<file path="src/include/usr_pkg.sv">
// Constants for the reset, suspend and local bus pin block
// Summary of operation
// - Local clock output stops and floats as soon as suspend starts; after a suspend command it floats one cycle later.
// - After oscillator restart the local clock output stays undriven for 2 ms.
// - Local clock output does not toggle in power-down mode.
// - Oscillator is stopped while suspended.
// - Reset pin returns every register and pointer to its default.
// - Falling address latch strobe captures a 5-bit address from low data bits.
// - Use of the address latch strobe is detected without configuration.
// - One address bit suffices through pointer-indirect access; five address directly.
// - Chip select during suspend wakes the device.
// - Chip select held during reset keeps the oscillator off.
// - Open-drain interrupt pulls low while any enabled event is pending.
// - DMA request floats while suspended; its polarity is programmable.
// - DMA acknowledge ignored unless enabled; its polarity is programmable.
// - Transfer end finishes current word, stops requests, may interrupt; polarity programmable.
// - Single-ended zero longer than 2.5 us is a bus reset.
// - Bus reset detection needs VBUS high and detection enabled.
// - Bus reset clears USB logic, device address, pointers and the transfer end stop state only.
// - Bus reset flag sets on both start and end of bus reset.
// - VBUS input indicates attachment to a powered host.
package usr_pkg;
  localparam logic [7:0] USR_CTL_OFS = 8'h00;
  localparam logic [7:0] USR_IRQ_EN_OFS = 8'h04;
  localparam logic [7:0] USR_IRQ_STAT_OFS = 8'h08;
  localparam logic [7:0] USR_STATUS_OFS = 8'h0C;
  localparam logic [7:0] USR_DEV_ADDR_OFS = 8'h10;
  localparam int USR_CTL_DETECT_EN = 0;
  localparam int USR_CTL_ACK_EN = 1;
  localparam int USR_CTL_DMA_REQUEST_POL = 2;
  localparam int USR_CTL_DMA_ACKNOWLEDGE_POL = 3;
  localparam int USR_CTL_EOT_POL = 4;
  localparam int USR_CTL_DMA_EN = 5;
  localparam int USR_CTL_SUSPEND = 6;
  localparam int USR_CTL_PWR_DOWN = 7;
  localparam int USR_CTL_CLK_EN = 8;
  localparam int USR_CTL_DIV_LSB = 12;
  localparam logic [15:0] USR_CTL_RESET = 16'h0104;
  localparam int USR_IRQ_BUSRST = 0;
  localparam int USR_IRQ_EOT = 1;
  localparam int USR_PIN_CS = 0;
  localparam int USR_PIN_WR = 1;
  localparam int USR_PIN_RD = 2;
  localparam int USR_PIN_ALE = 3;
  localparam int USR_PIN_DMAW = 4;
  localparam int USR_PIN_DMAR = 5;
  localparam int USR_PIN_DMA_ACKNOWLEDGE = 6;
  localparam int USR_PIN_EOT = 7;
  localparam int USR_PIN_VBUS = 8;
  localparam int USR_PIN_SE0 = 9;
  localparam int USR_PIN_SUSP = 10;
  localparam int USR_PIN_W = 11;
  localparam int USR_CLK_MHZ = 100;
  localparam int USR_OSC_START_MS = 2;
  localparam int USR_OSC_START_CYC = USR_OSC_START_MS * 1000 * USR_CLK_MHZ;
  localparam int USR_BUSRST_NS = 2500;
  localparam int USR_BUSRST_CYC = USR_BUSRST_NS * USR_CLK_MHZ / 1000;
endpackage

</file>
<file path="src/verilog/usr_reset_pins.sv">
// Reset, suspend, oscillator, local clock, local bus address and DMA pin logic
//
// The APB slave port and the address map were chosen for this implementation.
`timescale 1ns/1ps
module usr_reset_pins
  import usr_pkg::*;
#(
  parameter int OSC_START_CYCLES = USR_OSC_START_CYC
) (
  input wire logic clock,
  input wire logic rst,
  input wire logic [7:0] paddr,
  input wire logic psel,
  input wire logic penable,
  input wire logic pwrite,
  input wire logic [31:0] pwdata,
  output logic [31:0] prdata,
  output logic pready,
  output logic pslverr,
  input wire logic pin_init_n,
  input wire logic chip_sel_n,
  input wire logic addr_latch_strobe,
  input wire logic [4:0] local_addr_bus,
  input wire logic [7:0] local_data_bus,
  input wire logic wr_strobe_n,
  input wire logic rd_strobe_n,
  input wire logic dma_wr_strobe_n,
  input wire logic dma_rd_strobe_n,
  input wire logic dma_acknowledge,
  input wire logic transfer_end,
  input wire logic vbus,
  input wire logic usb_se0,
  input wire logic usb_suspend,
  input wire logic buffer_ready,
  output logic osc_enable,
  output logic local_clock_out,
  output logic local_clock_out_oe,
  output logic intr_out_n,
  output logic intr_out_n_oe,
  output logic dma_request,
  output logic dma_request_oe,
  output logic dma_word_done,
  output logic core_reset,
  output logic usb_logic_reset,
  output logic [7:0] reg_target_addr,
  output logic reg_access_strobe,
  output logic reg_access_write
);

  logic init_s1_reg;
  logic init_s2_reg;
  logic core_rst_reg;
  logic [USR_PIN_W-1:0] pin_s1_reg;
  logic [USR_PIN_W-1:0] pin_s2_reg;
  logic [USR_PIN_W-1:0] pin_s3_reg;
  logic [4:0] la_s1_reg;
  logic [4:0] la_s2_reg;
  logic [7:0] ld_s1_reg;
  logic [7:0] ld_s2_reg;
  logic [15:0] ctl_reg;
  logic [1:0] irq_en_reg;
  logic [1:0] irq_stat_reg;
  logic [6:0] dev_addr_reg;
  logic pready_reg;
  logic [31:0] prdata_reg;
  logic pslverr_reg;
  logic suspended_reg;
  logic osc_enable_reg;
  logic [17:0] osc_cnt_reg;
  logic osc_ready_reg;
  logic [2:0] div_cnt_reg;
  logic clk_out_reg;
  logic clk_oe_reg;
  logic [8:0] se0_cnt_reg;
  logic busrst_reg;
  logic usb_rst_reg;
  logic mux_seen_reg;
  logic [4:0] mux_addr_reg;
  logic [7:0] ptr_reg;
  logic [7:0] target_reg;
  logic access_reg;
  logic access_wr_reg;
  logic eot_pending_reg;
  logic eot_stop_reg;
  logic dma_request_reg;
  logic dma_request_oe_reg;
  logic word_done_reg;
  logic intr_oe_reg;

  logic apb_access;
  logic apb_wr;
  logic ctl_wr;
  logic cs_act;
  logic dma_acknowledge_act;
  logic eot_act;
  logic eot_edge;
  logic dma_edge;
  logic se0_hit;
  logic busrst_next;
  logic busrst_change;
  logic eot_stop_set;
  logic bus_end;
  logic [4:0] eff_addr;
  logic [31:0] status_word;
  logic dma_request_next;
  logic wr_end;

  assign apb_access = psel & penable & pready_reg;
  assign apb_wr = apb_access & pwrite;
  assign ctl_wr = apb_wr & (paddr == USR_CTL_OFS);
  assign cs_act = ~pin_s2_reg[USR_PIN_CS];
  assign dma_acknowledge_act = ctl_reg[USR_CTL_ACK_EN]
                    & (pin_s2_reg[USR_PIN_DMA_ACKNOWLEDGE] == ctl_reg[USR_CTL_DMA_ACKNOWLEDGE_POL]);
  // Transfer end level follows its programmed polarity
  assign eot_act = pin_s2_reg[USR_PIN_EOT] == ctl_reg[USR_CTL_EOT_POL];
  assign eot_edge = eot_act & (pin_s3_reg[USR_PIN_EOT] != ctl_reg[USR_CTL_EOT_POL]);
  // Word completes on the rising edge of either DMA strobe
  assign dma_edge = (pin_s2_reg[USR_PIN_DMAW] & ~pin_s3_reg[USR_PIN_DMAW])
                    | (pin_s2_reg[USR_PIN_DMAR] & ~pin_s3_reg[USR_PIN_DMAR]);
  // Detection only with VBUS present and enabled
  assign se0_hit = pin_s2_reg[USR_PIN_SE0] & pin_s2_reg[USR_PIN_VBUS]
                   & ctl_reg[USR_CTL_DETECT_EN];
  // Reset seen once SE0 outlasts the minimum
  assign busrst_next = se0_hit & (se0_cnt_reg >= 9'(USR_BUSRST_CYC));
  assign busrst_change = busrst_next != busrst_reg;
  assign eot_stop_set = (eot_edge | eot_pending_reg) & ~dma_acknowledge_act;
  assign bus_end = ~pin_s3_reg[USR_PIN_CS]
                   & ((pin_s2_reg[USR_PIN_WR] & ~pin_s3_reg[USR_PIN_WR])
                   | (~pin_s2_reg[USR_PIN_RD] & pin_s3_reg[USR_PIN_RD]));
  // Only a rising write strobe marks a write; a read leaves the write strobe idle high
  assign wr_end = pin_s2_reg[USR_PIN_WR] & ~pin_s3_reg[USR_PIN_WR];
  // Latched address takes over once the strobe has been seen
  assign eff_addr = mux_seen_reg ? mux_addr_reg : la_s2_reg;
  assign status_word = {19'h0, mux_addr_reg, 3'h0, clk_oe_reg, osc_ready_reg,
                        pin_s2_reg[USR_PIN_VBUS], busrst_reg, suspended_reg};
  assign dma_request_next = ~((ctl_reg[USR_CTL_DMA_EN] & buffer_ready & ~eot_stop_reg
                      & ~eot_pending_reg & ~eot_edge & ~busrst_reg & ~suspended_reg)
                      ^ ctl_reg[USR_CTL_DMA_REQUEST_POL]);

  // Pin synchronisers; the third stage only feeds edge detection
  always_ff @(posedge clock) begin
    if (rst) begin
      // Idle pin levels, so no false edge follows reset
      init_s1_reg <= 1'b1;
      init_s2_reg <= 1'b1;
      pin_s1_reg <= 11'h037;
      pin_s2_reg <= 11'h037;
      pin_s3_reg <= 11'h037;
    end else begin
      init_s1_reg <= pin_init_n;
      init_s2_reg <= init_s1_reg;
      pin_s1_reg <= {usb_suspend, usb_se0, vbus, transfer_end, dma_acknowledge,
                     dma_rd_strobe_n, dma_wr_strobe_n, addr_latch_strobe, rd_strobe_n,
                     wr_strobe_n, chip_sel_n};
      pin_s2_reg <= pin_s1_reg;
      pin_s3_reg <= pin_s2_reg;
    end
  end

  always_ff @(posedge clock) begin
    la_s1_reg <= local_addr_bus;
    la_s2_reg <= la_s1_reg;
    ld_s1_reg <= local_data_bus;
    ld_s2_reg <= ld_s1_reg;
  end

  // One registered reset, released at once for all state except the pin synchronisers, which follow rst
  always_ff @(posedge clock) begin
    core_rst_reg <= rst | ~init_s2_reg;
  end

  // APB slave, no wait states, error on unmapped offsets
  always_ff @(posedge clock) begin
    if (core_rst_reg) begin
      pready_reg <= 1'b0;
      prdata_reg <= 32'h0000_0000;
      pslverr_reg <= 1'b0;
    end else begin
      pready_reg <= psel & ~penable;
      pslverr_reg <= 1'b0;
      prdata_reg <= 32'h0000_0000;
      if (psel & ~penable) begin
        unique case (paddr)
          USR_CTL_OFS: prdata_reg <= {16'h0, ctl_reg};
          USR_IRQ_EN_OFS: prdata_reg <= {30'h0, irq_en_reg};
          USR_IRQ_STAT_OFS: prdata_reg <= {30'h0, irq_stat_reg};
          USR_STATUS_OFS: prdata_reg <= status_word;
          USR_DEV_ADDR_OFS: prdata_reg <= {25'h0, dev_addr_reg};
          default: pslverr_reg <= 1'b1;
        endcase
      end
    end
  end

  // Configuration registers return to defaults on reset pin
  always_ff @(posedge clock) begin
    if (core_rst_reg) begin
      ctl_reg <= USR_CTL_RESET;
      irq_en_reg <= 2'h0;
    end else if (apb_wr) begin
      // Suspend bit is a command and is never stored
      if (paddr == USR_CTL_OFS) begin
        ctl_reg <= pwdata[15:0] & ~(16'h0001 << USR_CTL_SUSPEND);
      end
      if (paddr == USR_IRQ_EN_OFS) begin
        irq_en_reg <= pwdata[1:0];
      end
    end
  end

  // Device address cleared by bus reset, other config kept
  always_ff @(posedge clock) begin
    if (core_rst_reg || busrst_reg) begin
      dev_addr_reg <= 7'h00;
    end else if (apb_wr && paddr == USR_DEV_ADDR_OFS) begin
      dev_addr_reg <= pwdata[6:0];
    end
  end

  // Write one to clear; a new event in the same cycle wins
  always_ff @(posedge clock) begin
    if (core_rst_reg) begin
      irq_stat_reg <= 2'h0;
    end else begin
      if (apb_wr && paddr == USR_IRQ_STAT_OFS) begin
        irq_stat_reg <= irq_stat_reg & ~pwdata[1:0];
      end
      // Both edges of bus reset raise the flag
      if (busrst_change) begin
        irq_stat_reg[USR_IRQ_BUSRST] <= 1'b1;
      end
      if (eot_stop_set) begin
        irq_stat_reg[USR_IRQ_EOT] <= 1'b1;
      end
    end
  end

  // Open drain: enable drives the pin low
  always_ff @(posedge clock) begin
    if (core_rst_reg) begin
      intr_oe_reg <= 1'b0;
    end else begin
      intr_oe_reg <= |(irq_stat_reg & irq_en_reg);
    end
  end

  // Suspend entry by host detection or command, exit by chip select
  always_ff @(posedge clock) begin
    if (core_rst_reg) begin
      suspended_reg <= 1'b0;
    end else if (suspended_reg && cs_act) begin
      suspended_reg <= 1'b0;
    end else if ((pin_s2_reg[USR_PIN_SUSP] || (ctl_wr && pwdata[USR_CTL_SUSPEND]))
                 && !cs_act) begin
      suspended_reg <= 1'b1;
    end
  end

  always_ff @(posedge clock) begin
    if (core_rst_reg) begin
      // Chip select during reset keeps the oscillator off
      osc_enable_reg <= ~cs_act;
    end else begin
      osc_enable_reg <= ~suspended_reg;
    end
  end

  // Start-up count before the clock output may drive
  always_ff @(posedge clock) begin
    if (core_rst_reg || !osc_enable_reg) begin
      osc_cnt_reg <= 18'h0;
      osc_ready_reg <= 1'b0;
    end else if (osc_cnt_reg >= 18'(OSC_START_CYCLES - 1)) begin
      osc_ready_reg <= 1'b1;
    end else begin
      osc_cnt_reg <= osc_cnt_reg + 18'h1;
    end
  end

  // Divider sets the local clock rate; enable pulse toggles the pin
  always_ff @(posedge clock) begin
    if (core_rst_reg || div_cnt_reg == ctl_reg[USR_CTL_DIV_LSB +: 3]) begin
      div_cnt_reg <= 3'h0;
    end else begin
      div_cnt_reg <= div_cnt_reg + 3'h1;
    end
  end

  always_ff @(posedge clock) begin
    if (core_rst_reg) begin
      clk_out_reg <= 1'b0;
      clk_oe_reg <= 1'b0;
    end else begin
      // Stops immediately on suspend; floats with host suspend, but one cycle after suspended_reg sets on a command
      clk_oe_reg <= osc_ready_reg & ~suspended_reg & ~pin_s2_reg[USR_PIN_SUSP]
                    & ctl_reg[USR_CTL_CLK_EN];
      // Power-down holds the pin still
      // Holding the level avoids a late edge on a pin that has just floated
      if (!osc_ready_reg || suspended_reg || pin_s2_reg[USR_PIN_SUSP]
          || (ctl_wr && pwdata[USR_CTL_SUSPEND]) || ctl_reg[USR_CTL_PWR_DOWN]
          || !ctl_reg[USR_CTL_CLK_EN]) begin
        clk_out_reg <= clk_out_reg;
      end else if (div_cnt_reg == ctl_reg[USR_CTL_DIV_LSB +: 3]) begin
        clk_out_reg <= ~clk_out_reg;
      end
    end
  end

  always_ff @(posedge clock) begin
    if (core_rst_reg || !se0_hit) begin
      se0_cnt_reg <= 9'h0;
    end else if (se0_cnt_reg < 9'(USR_BUSRST_CYC)) begin
      se0_cnt_reg <= se0_cnt_reg + 9'h1;
    end
  end

  // USB side logic held while bus reset lasts
  always_ff @(posedge clock) begin
    if (core_rst_reg) begin
      busrst_reg <= 1'b0;
      usb_rst_reg <= 1'b1;
    end else begin
      busrst_reg <= busrst_next;
      usb_rst_reg <= busrst_next;
    end
  end

  // Falling strobe latches the low data bits
  always_ff @(posedge clock) begin
    if (core_rst_reg) begin
      mux_seen_reg <= 1'b0;
      mux_addr_reg <= 5'h00;
    end else if (~pin_s2_reg[USR_PIN_ALE] & pin_s3_reg[USR_PIN_ALE]) begin
      mux_seen_reg <= 1'b1;
      mux_addr_reg <= ld_s2_reg[4:0];
    end
  end

  // Offset 0 holds the pointer, offset 1 reaches through it
  always_ff @(posedge clock) begin
    if (core_rst_reg || busrst_reg) begin
      ptr_reg <= 8'h00;
      target_reg <= 8'h00;
      access_reg <= 1'b0;
      access_wr_reg <= 1'b0;
    end else begin
      access_reg <= bus_end;
      access_wr_reg <= bus_end & wr_end;
      if (bus_end) begin
        target_reg <= (eff_addr == 5'h01) ? ptr_reg : {3'h0, eff_addr};
        if (wr_end && eff_addr == 5'h00) begin
          ptr_reg <= ld_s2_reg;
        end
      end
    end
  end

  // Stop after the word in progress completes
  always_ff @(posedge clock) begin
    if (core_rst_reg || busrst_reg) begin
      eot_pending_reg <= 1'b0;
      eot_stop_reg <= 1'b0;
    end else begin
      eot_pending_reg <= (eot_edge | eot_pending_reg) & dma_acknowledge_act;
      // Rewriting control restarts requests; a stop in the same cycle wins
      if (eot_stop_set) begin
        eot_stop_reg <= 1'b1;
      end else if (ctl_wr) begin
        eot_stop_reg <= 1'b0;
      end
    end
  end

  always_ff @(posedge clock) begin
    if (core_rst_reg) begin
      dma_request_reg <= ~USR_CTL_RESET[USR_CTL_DMA_REQUEST_POL];
      dma_request_oe_reg <= 1'b1;
      word_done_reg <= 1'b0;
    end else begin
      dma_request_reg <= dma_request_next;
      dma_request_oe_reg <= ~suspended_reg;
      word_done_reg <= dma_edge & (dma_acknowledge_act | ~ctl_reg[USR_CTL_ACK_EN]);
    end
  end

  assign prdata = prdata_reg;
  assign pready = pready_reg;
  assign pslverr = pslverr_reg;
  assign osc_enable = osc_enable_reg;
  assign local_clock_out = clk_out_reg;
  assign local_clock_out_oe = clk_oe_reg;
  assign intr_out_n = 1'b0;
  assign intr_out_n_oe = intr_oe_reg;
  assign dma_request = dma_request_reg;
  assign dma_request_oe = dma_request_oe_reg;
  assign dma_word_done = word_done_reg;
  assign core_reset = core_rst_reg;
  assign usb_logic_reset = usb_rst_reg;
  assign reg_target_addr = target_reg;
  assign reg_access_strobe = access_reg;
  assign reg_access_write = access_wr_reg;

endmodule
</file>
<file path="config.mk">
export PLATFORM = sky130hd
export DESIGN_NAME = usr_reset_pins
export DESIGN_NICKNAME = d
export VERILOG_FILES = /design/src/include/usr_pkg.sv /design/src/verilog/usr_reset_pins.sv
export SDC_FILE = /design/constraint.sdc
export NUM_CORES = 1
export LEC_CHECK = 0
export ABC_AREA = 1
export ABC_CLOCK_PERIOD_IN_PS = 2050
export BUFFER_PORTS_ARGS = -buffer_cell sky130_fd_sc_hd__buf_2
export CAP_MARGIN = 0
export CELL_PAD_IN_SITES_DETAIL_PLACEMENT = 1
export CELL_PAD_IN_SITES_GLOBAL_PLACEMENT = 1
export CORE_MARGIN = 1
export CORE_UTILIZATION = 40
export CTS_CLUSTER_SIZE = 30
export DETAILED_ROUTE_END_ITERATION = 16
export PLACE_DENSITY_LB_ADDON = 0.1
export SLEW_MARGIN = 20
export SYNTH_ARGS = -nofsm -noshare
export SYNTH_HDL_FRONTEND = slang
export SYNTH_SLANG_ARGS = --single-unit
export TNS_END_PERCENT = 10
</file>
<file path="constraint.sdc">
create_clock -name clock -period 2.05 [get_ports clock]
set_input_delay 0.1025 -clock clock [delete_from_list [all_inputs] [get_ports clock]]
set_output_delay 0.1025 -clock clock [all_outputs]
set_load 0.02 [all_outputs]
</file>
Yosys cells after proc, flatten, opt, wreduce, memory -nomap -nowiden
Cells that the tools add are included.
{"block": "totals", "ff_bits": 186, "output_inout_bits": 54, "word_cells": 158}
{"block": "op_classes", "add_sub_neg": 3, "order_cmp": 3, "eq_ne": 10, "muxes": 10, "bitwise": 59, "n_reduce_logical": 33}
{"operator": "16-bit case mux with 5 select lines", "count": 1}
{"operator": "1-bit AND", "count": 29}
{"operator": "1-bit NOT", "count": 21}
{"operator": "18-bit by 1-bit adder with 18-bit output (second input constant)", "count": 1}
{"operator": "18-bit >= comparator (second input constant)", "count": 1}
{"operator": "8-bit by 4-bit equality test with 1-bit output (second input constant)", "count": 2}
{"operator": "1-bit logical OR", "count": 10}
{"operator": "9-bit by 1-bit adder with 9-bit output (second input constant)", "count": 1}
{"operator": "9-bit by 8-bit >= comparator with 1-bit output (second input constant)", "count": 1}
{"operator": "9-bit by 8-bit less-than comparator with 1-bit output (second input constant)", "count": 1}
{"operator": "8-bit by 3-bit equality test with 1-bit output (second input constant)", "count": 1}
{"operator": "8-bit by 5-bit equality test with 1-bit output (second input constant)", "count": 1}
{"operator": "8-bit zero test", "count": 1}
{"operator": "8-bit 2-to-1 mux", "count": 1}
{"operator": "2-bit AND reduction", "count": 4}
{"operator": "1-bit logical AND", "count": 6}
{"operator": "1-bit 2-to-1 mux", "count": 6}
{"operator": "2-bit nonzero test", "count": 3}
{"operator": "2-bit OR reduction", "count": 3}
{"operator": "5-bit by 1-bit equality test with 1-bit output (second input constant)", "count": 1}
{"operator": "5-bit zero test", "count": 1}
{"operator": "5-bit 2-to-1 mux", "count": 1}
{"operator": "1-bit bitwise OR", "count": 5}
{"operator": "5-bit OR reduction", "count": 1}
{"operator": "other kinds (9)", "count": 15}

Depth between registers and ports, before layout
Gate-level depths: netlist of the first run.
{"block": "depth", "ltp_word": 10, "mapped_depth": 11}

Least setup slack after synthesis of the first run
Ideal clock, no wire load.
{"block": "synth_timing", "path_kind": "flip-flop to flip-flop", "from": "reg osc_cnt_reg[0]", "to": "reg osc_cnt_reg[8]", "arrival_time_ns": 1.483, "t_required_ns": 1.982, "setup_slack_ns": 0.499, "path_stages_with_launch": 9, "synth_period_minus_slack_ns": 1.551, "cell_sequence": "dfxtp_1 > ha_1 > nand2_2 > nor2_4 > nand4_4 > nand2_4 > buf_8 > nand2_1 > a21oi_2"}
{"block": "synth_between", "elab_chain_len": 1, "elab_cells_between_ends": 2}
{"item": "start, declared", "line": "usr_reset_pins.sv:69", "text": "logic [17:0] osc_cnt_reg;"}
{"item": "start signal, assigned", "line": "usr_reset_pins.sv:276", "text": "osc_cnt_reg <= osc_cnt_reg + 18'h1;"}
{"item": "18-bit by 1-bit adder with 18-bit output or 18-bit >= comparator (tied branches)", "line": "usr_reset_pins.sv:276, usr_reset_pins.sv:273"}
Parallel ways exist; a longest one is shown, timed or not.
A chain may end at the register's enable or synchronous reset.

Worst setup path after layout of the first run
{"block": "layout_timing", "from": "reg osc_cnt_reg[0]", "to": "reg osc_cnt_reg[1]"}
Same word-level chain as after synthesis.

==> run summary, run 1 <==
Tmin final = 1.74 ns
routed wire length = 17300 µm
CTS clk-pin slew, worst paths = 0.07 ns
endpoint type of the worst setup path = register
P_int = 5.14 mW
most frequent cells in the layout = 169 x dfxtp_1, 167 x nand2_1, 124 x nor2_1, 91 x buf_2, 88 x inv_1
share of layout cells above drive strength 1 = 16.9%
max reg flops = 18
CTS Buf Count = 17
Placeable Area = 15400 µm²
syn_area_per_cell = 7.78 µm²
final clock period utilization by the worst path = 84.9%
Fill cells = 1920
status = completed
Main synth FF type = dfxtp_1
Sink Count = 169
Flop pwr share = 49.3%
Post-synth ARST share = 0%
largest vdd supply drop = 0.648 mV
post-DR vias/cell = 4.78
overall power = 6.87 mW
unrepaired setup endpoints after global routing = false
Slew headroom = 65.2%
Slew Viols, Final = 0
Area after DPL = 7080 µm²
die area = 16500 µm²
final setup fails = 0
switch share = 25.2%
Die Span Y = 128 µm
setup tns final = 0 ns
flops & latches, synth = 169
pwr dens = 850 nW/µm²
worst path arrival time = 2.10 ns
clock tree buffer depth = 2
Area Growth Syn to Fin = 26.4%
Detail Route Antenna Nets = 0
Fin. Hold Viols = 0
Startpoint Class = register
CP required = 2.41 ns
FP Rows = 45
grt ovf = 0
Post-synth EDFFs = 0
first-pass GRT wire length = 28700 µm
latest clock arrival within the worst-skew pair = 0.44 ns
Final Cell Area = 8080 µm²
Leak = 3.47 nW
vias = 5706
sequential element share of the synthesized area = 52.9%
DRT iter0 DRCs = 284
largest net degree at the start of global routing = 29
dpl hpwl = 12300 µm
Worst Skew = 0.00934 ns
switching power = 1.73 mW
initial antenna violation count = 0
Die Span X = 128 µm
ant diodes = 0
Util after Layout = 52.6%
total of max-cap violations = 0
logic gate share of total power = 4.8%
leading cell type in the layout, fill and taps excluded = dfxtp_1
post_cts resized = 0
nets = 1044
synth unique cells = 33
Initial Util = 41.6%
placed insts = 1121
Hold Path Class = in2reg
critical path class = reg2reg
Routability Congestion = 0.830
number of synthesis warnings = 0
I/O Buffers = 91
critical path peak fanout = 19
CTS H-tree depth = 4
fin cells = 1193
synthesized instance count = 821
Worst-Margin Slew = 0.521 ns
I/O pins = 125
First-pass DRT Iterations = 4
GRT Total Usage = 22.5%
Clock power frac = 45.9%
fmax = 574 MHz
CTS tree = built
number of global-route vias before repair = 5939
DR WL/cell = 14.5 µm
clock root buffer master = clkbuf_16
DRC = 0
synthesized area = 6390 µm²
==> layout make-up <==
| cell class | count | area, µm² | share of cell area [%] |
|---|---|---|---|
| Clock buffer | 17 | 425 | 5.27 |
| Clock inverter | 15 | 170 | 2.11 |
| Inverter | 91 | 342 | 4.23 |
| Multi-Input combinational cell | 544 | 2520 | 31.3 |
| Sequential cell | 169 | 3380 | 41.9 |
| Tap cell | 211 | 264 | 3.27 |
| Timing Repair Buffer | 146 | 968 | 12.0 |
==> kinds of logic after synthesis <==
kind of cell / count (synthesis) / synth area share, %
AND/OR/NAND/NOR: 393 / 26.3
flip-flops: 169 / 52.9
buffers and inverters: 124 / 8.48
AO/OA/AOI/OAI: 116 / 9.50
XOR/XNOR: 14 / 1.92
adder cells (fa/ha/maj): 4 / 0.783
other: 1 / 0.0587
==> worst max-delay path: stages (launching register included) <==
cell and delay, ns:
dfxtp_1 0.47, ha_1 0.24, nand2_2 0.09, nor2_4 0.23, nand4_4 0.14, nand2_4 0.23, nand2_1 0.08, a21oi_1 0.16
==> synthesized netlist by cell type, types with 9 or more instances <==
cell type  count  area share (%)
dfxtp_1      169              53
nand2_1      167             9.8
nor2_1       124             7.3
inv_1         88             5.2
nand3_1       55             4.3
o21ai_0       52             4.1
a21oi_1       50             3.9
buf_4         17             2.0
clkbuf_1      13            0.76
or2_2         13             1.3
nor3_1        11            0.86
nand4_1       10            0.98
xor2_1         9             1.2
==> power groups by stage <==
stage | Sequential (mW) | Combinational [mW] | Clock [mW]
2_1_floorplan | 3.46 | 0.170 | 0
3_3_place_gp | 3.46 | 0.259 | 0
3_5_place_dp | 3.46 | 0.267 | 0
4_1_cts | 3.39 | 0.329 | 3.24
5_1_grt | 3.39 | 0.367 | 3.39
6_report | 3.39 | 0.331 | 3.15
==> routing by layer <==
layer / wire length [µm] / vias up / track usage (%)
met1: 7670 / 2713 / 26.3
met3: 498 / 25 / 4.70
met4: 319 / 0 / 7.82
met5: 0 / - / 0
met2: 8770 / 98 / 40.8
li1: - / 2870 / -
==> per-stage QoR <==
stage	worst slack, ns	hold slack [ns]
detailed placement	0.345	0.207
global route	0.162	0.0447
finish	0.309	0.0214
global placement	0.422	0.206
floorplan	0.499	0.130
CTS	0.287	0.0104
==> path summary, 6_finish.rpt <==
path                       start        endpoint  slack (ns)  cells past startpoint
setup / recovery  osc_cnt_reg[0]  osc_cnt_reg[1]        0.31                      7
hold / removal        pwdata[14]     ctl_reg[14]        0.02                      3
setup reg to reg  osc_cnt_reg[0]  osc_cnt_reg[1]        0.31                      7
hold reg to reg     ld_s1_reg[5]    ld_s2_reg[5]        0.33                      0
==> what timing repair did <==
action	in CTS	in global routing
hold buffers	40	0
buffers inserted	0	0
hold endpoints to repair	43	0
Note: power is estimated with default switching activity, not from simulation.
==> run 2, diff against run 1 <==
ABC_AREA = 0   (was 1)
ABC_CLOCK_PERIOD_IN_PS = 1800   (was 2050)
CORE_UTILIZATION = 41   (was 40)
clock period = 1.8 ns   (was 2.05 ns; I/O delays follow)
==> run summary, run 2 <==
ant diodes = 0
latest clock arrival within the worst-skew pair = 0.42 ns
Fill cells = 1587
syn_area_per_cell = 9.85 µm²
first-pass GRT wire length = 23800 µm
number of global-route vias before repair = 4965
Worst Skew = 0.00761 ns
critical path class = reg2reg
dpl hpwl = 10400 µm
pwr dens = 981 nW/µm²
CP required = 2.09 ns
number of synthesis warnings = 0
fmax = 551 MHz
synthesized area = 6020 µm²
failing checks = negative setup slack
CTS H-tree depth = 4
final clock period utilization by the worst path = 101%
clock tree buffer depth = 2
area occupied by registers = 3390 µm²
Worst Hold Slack = 0.0373 ns
grt ovf = 0
FP Rows = 43
status = finished with violations
DRC = 0
GRT Total Usage = 20.6%
worst path arrival time = 2.11 ns
Fin. Hold Viols = 0
Initial Util = 42.7%
final setup fails = 7
Die Span Y = 123 µm
endpoint type of the worst setup path = register
Hold Path Class = in2reg
Post-synth ARST share = 0%
sequential element share of the synthesized area = 56.2%
largest net degree at the start of global routing = 33
largest vdd supply drop = 0.692 mV
max reg flops = 18
setup tns final = -0.0399 ns
Main synth FF type = dfxtp_1
Tmin final = 1.82 ns
synth unique cells = 46
initial antenna violation count = 0
count leader, synth = dfxtp_1
placed insts = 903
share of layout cells above drive strength 1 = 27.5%
area leader, netlist = dfxtp_1
footprint of the multi-input gates = 2540 µm²
largest cells by area after synthesis = dfxtp_1 56%, mux2i_1 5.7%, nor2_1 5.1%
First-pass DRT Iterations = 4
post-DR vias/cell = 4.92
CTS tree = built
vias = 4821
nets = 863
Area Growth Syn to Fin = 33.8%
critical path peak fanout = 8
overall power = 7.90 mW
Sink Count = 169
synthesized instance count = 611
Die Span X = 123 µm
fin cells = 980
hold depth = 3
r2r worst-path depth = 5
flops & latches, synth = 169
Leak = 3.47 nW
Util after Layout = 57.1%
leading cell type in the layout, fill and taps excluded = dfxtp_1
Placeable Area = 14100 µm²
Routability Congestion = 0.760
CTS clk-pin slew, worst paths = 0.06 ns
Startpoint Class = register
Slew headroom = 62.3%
Worst-Margin Slew = 0.565 ns
worst setup margin = -0.0152 ns
Post-synth EDFFs = 0
DR WL/cell = 15.2 µm
Slew Viols, Final = 0
commonest cells in the netlist = 169 x dfxtp_1, 82 x nor2_1, 51 x nand2_1
routed wire length = 14900 µm
Synth top area share = 56.2%
total of max-cap violations = 0
I/O Buffers = 91
DRT iter0 DRCs = 251
die area = 15200 µm²
Detail Route Antenna Nets = 0
I/O pins = 125
clock root buffer master = clkbuf_16
CTS Buf Count = 17
unrepaired setup endpoints after global routing = true
most frequent cells in the layout = 164 x dfxtp_1, 91 x buf_2, 82 x nor2_1, 50 x nand2_1, 48 x buf_4
run 2: power by group:
group,switching (mW),internal [mW],leakage (nW),total (mW)
Combinational,0.203,0.202,1.81,0.405
Sequential,0.0410,3.82,1.38,3.86
Clock,1.50,2.14,0.282,3.64
Total,1.75,6.16,3.47,7.90
run 2: final cells by class:
| type | instances | area share [%] |
|---|---|---|
| clock buffer | 20 | 5.67 |
| clock inverter | 11 | 1.71 |
| inverter | 10 | 0.466 |
| multi-input combinational | 406 | 31.5 |
| sequential | 169 | 42.1 |
| tap | 180 | 2.80 |
| timing repair buffer | 184 | 15.8 |
run 2: worst paths after layout:
kind	from	end	slack, ns
max	mux_seen_reg	ptr_reg[2]	-0.02
min	paddr[7]	pslverr	0.04
max reg2reg	mux_seen_reg	ptr_reg[2]	-0.02
min reg2reg	ld_s1_reg[5]	ld_s2_reg[5]	0.33
run 2: routing by layer:
layer | share of wire [%] | vias to the layer above | GRT usage [%]
met5 | 0 | - | 0
met4 | 0.88 | 0 | 6.17
met3 | 4.2 | 10 | 5.40
met2 | 51 | 103 | 37.2
met1 | 44 | 2317 | 23.6
li1 | - | 2391 | -
run 2: kinds of logic after synthesis:
group                      Yosys count  share of synthesized area [%]
other                                1                         0.0623
and+or+nand+nor                    252                           20.9
AOI/OAI and AO/OA                   75                           7.73
xor gates and xnor gates            21                           3.06
buffers and inverters               52                           4.82
DFF                                169                           56.2
muxes                               37                           6.40
adders and majority gates            4                          0.831
run 2: per-stage QoR:
stage / cell area [µm²] / setup slack, ns
after floorplan: 6080 / -0.233
after global placement: 6860 / -0.305
after detailed placement: 6860 / -0.355
after CTS: 8030 / -0.0317
after global routing: 8060 / -0.118
final: 8060 / -0.0152
run 2: critical path, cell delays in order (launching register included):
cell	delay, ns
dfxtp_4	0.38
buf_6	0.12
mux2_4	0.30
or4_4	0.63
mux2i_1	0.20
nor2_1	0.05
run 2: repair_timing:
action / CTS / global route
setup endpoints to repair: 20 / 22
hold endpoints to repair: 51 / 0
resized for setup: 26 / 9
buffers inserted: 4 / 1
hold buffers: 43 / 0
pin swaps: 6 / 8
==> run 3, diff against run 2 <==
--- a/constraint.sdc
+++ b/constraint.sdc
@@ -3,2 +3,2 @@
 set_output_delay 0.09 -clock clock [all_outputs]
-set_load 0.02 [all_outputs]
+set_load 0.1 [all_outputs]
==> run summary, run 3 (synthesized netlist as in run 2, its figures left out) <==
Detail Route Antenna Nets = 0
worst path bufs/invs = 2
final setup fails = 8
placed insts = 904
DRC = 0
critical path class = reg2reg
most frequent cells in the layout = 166 x dfxtp_1, 90 x buf_2, 81 x nor2_1, 50 x nand2_1, 48 x buf_4
clock tree buffer depth = 2
M1 WL = 6590 µm
Worst R2R End = ptr_reg[3]
I/O pins = 125
Fin. Hold Viols = 0
CTS tree = built
setup tns final = -0.311 ns
fmax = 538 MHz
Area after DPL = 6890 µm²
Fill cells = 1611
vias = 4838
CTS Buf Count = 17
CTS clk-pin slew, worst paths = 0.06 ns
Clock power frac = 43.5%
CP Capture Point = ptr_reg[3]
crit-path cells = buf_6 > mux2i_4 > o21ai_2 > or4_4 > buf_12 > mux2i_1 > nor2_1
First-pass DRT Iterations = 4
latest clock arrival within the worst-skew pair = 0.42 ns
CTS H-tree depth = 4
Worst-Margin Slew = 0.573 ns
Die Span X = 123 µm
routed wire length = 15200 µm
Top Family by Delay on Critical Path = simple AND/OR/NAND/NOR gates
Critical-path top delay cell = or4_4
endpoint type of the worst setup path = register
Placeable Area = 14100 µm²
Worst Skew = 0.00865 ns
CP required = 2.09 ns
die area = 15200 µm²
Routability Congestion = 0.757
nets = 863
logic gate share of total power = 7.4%
r2r worst-path depth = 7
pwr dens = 979 nW/µm²
FP Rows = 43
GRT Total Usage = 21.1%
Flop pwr share = 49.0%
switching power = 1.90 mW
Die Span Y = 123 µm
number of global-route vias before repair = 5064
total of max-cap violations = 0
worst path arrival time = 2.15 ns
Initial Util = 42.7%
Sink Count = 169
DRT iter0 DRCs = 207
overall power = 7.86 mW
Leak = 3.47 nW
Worst path max stage delay = 0.50 ns
reg2reg setup slack = -0.06 ns
failing checks = negative setup slack
largest net degree at the start of global routing = 33
CP startpoint = mux_seen_reg
Hold Path Class = in2reg
Reg2Reg Launch Point = mux_seen_reg
Slew Viols, Final = 0
grt ovf = 0
leading cell type in the layout, fill and taps excluded = dfxtp_1
top sig layer = met4
switch share = 24.2%
unrepaired setup endpoints after global routing = true
Startpoint Class = register
I/O Buffers = 91
Worst path depth = 7
share of layout cells above drive strength 1 = 27.7%
met2 WL = 7840 µm
Setup WS pre-CTS = -0.399 ns
Routed met3 length = 525 µm
Final Cell Area = 8030 µm²
status = finished with violations
dpl hpwl = 10300 µm
fin cells = 980
final clock period utilization by the worst path = 103%
post-DR vias/cell = 4.94
Tmin final = 1.86 ns
Area Growth Syn to Fin = 33.4%
initial antenna violation count = 1
largest vdd supply drop = 0.798 mV
P_int = 5.96 mW
worst setup margin = -0.0574 ns
max reg flops = 18
first-pass GRT wire length = 24200 µm
clock root buffer master = clkbuf_16
Slew headroom = 61.8%
critical path peak fanout = 8
DR WL/cell = 15.6 µm
[run 3: cell types whose count changed in the layout (fill, tap and decap cells not counted), sizes merged]
cell / before / now
clkinv: 2 / 6
clkbuf: 20 / 18
clkinvlp: 3 / 1
buf: 141 / 142
bufinv: 2 / 1
diode: 0 / 1
dlygate4sd3: 43 / 42
[run 3: per-layer routing]
layer | vias up | GRT usage [%]
li1 | 2380 | -
met5 | - | 0
met1 | 2328 | 24.1
met3 | 22 | 5.17
met2 | 108 | 37.6
met4 | 0 | 8.51
[run 3: power groups by stage]
| stage | combinational [mW] | clock (mW) | sequential [mW] |
|---|---|---|---|
| 6_report | 0.584 | 3.42 | 3.86 |
| 3_5_place_dp | 0.498 | 0 | 3.94 |
| 5_1_grt | 0.622 | 3.66 | 3.86 |
| 2_1_floorplan | 0.313 | 0 | 3.99 |
| 4_1_cts | 0.579 | 3.50 | 3.85 |
| 3_3_place_gp | 0.488 | 0 | 3.93 |
[run 3: cell type report]
| cell class | count | area [µm²] | share of cell area [%] |
|---|---|---|---|
| Sequential cell | 169 | 3390 | 42.2 |
| Multi-Input combinational cell | 406 | 2530 | 31.5 |
| Timing Repair Buffer | 184 | 1290 | 16.1 |
| Clock buffer | 18 | 439 | 5.47 |
| Tap cell | 180 | 225 | 2.80 |
| Clock inverter | 12 | 118 | 1.46 |
| Inverter | 10 | 37.5 | 0.467 |
| Antenna cell | 1 | 2.50 | 0.0312 |
[run 3: worst min path at each step]
stage / endpoint / slack, ns / from / cells after the start
floorplan: la_s1_reg[0] / 0.12 / local_addr_bus[0] / 0
global placement: ld_s1_reg[1] / 0.19 / local_data_bus[1] / 1
detailed placement: ld_s1_reg[4] / 0.19 / local_data_bus[4] / 1
CTS: pslverr / 0.02 / paddr[7] / 3
global route: pslverr / 0.07 / psel / 3
finish: pslverr / 0.04 / paddr[7] / 3
[run 3: what timing repair did]
| action | CTS | global route |
|---|---|---|
| resized for setup | 22 | 11 |
| setup endpoints to repair | 21 | 20 |
| hold buffers | 42 | 0 |
| setup buffers | 2 | 1 |
| pin swaps | 8 | 3 |
| hold endpoints to repair | 51 | 0 |
[run 3: tightest hold or removal path, cell delays in order]
cell and delay, ns:
buf_2 0.11, nor2_1 0.08, a21oi_1 0.13
[run 3: per-stage QoR]
step	util (%)	hold WS (ns)
after global placement	48.9	0.192
after detailed placement	48.9	0.194
after CTS	56.6	0.0195
final	57.0	0.0364
after floorplan	-	0.118
after global routing	57.0	0.0655
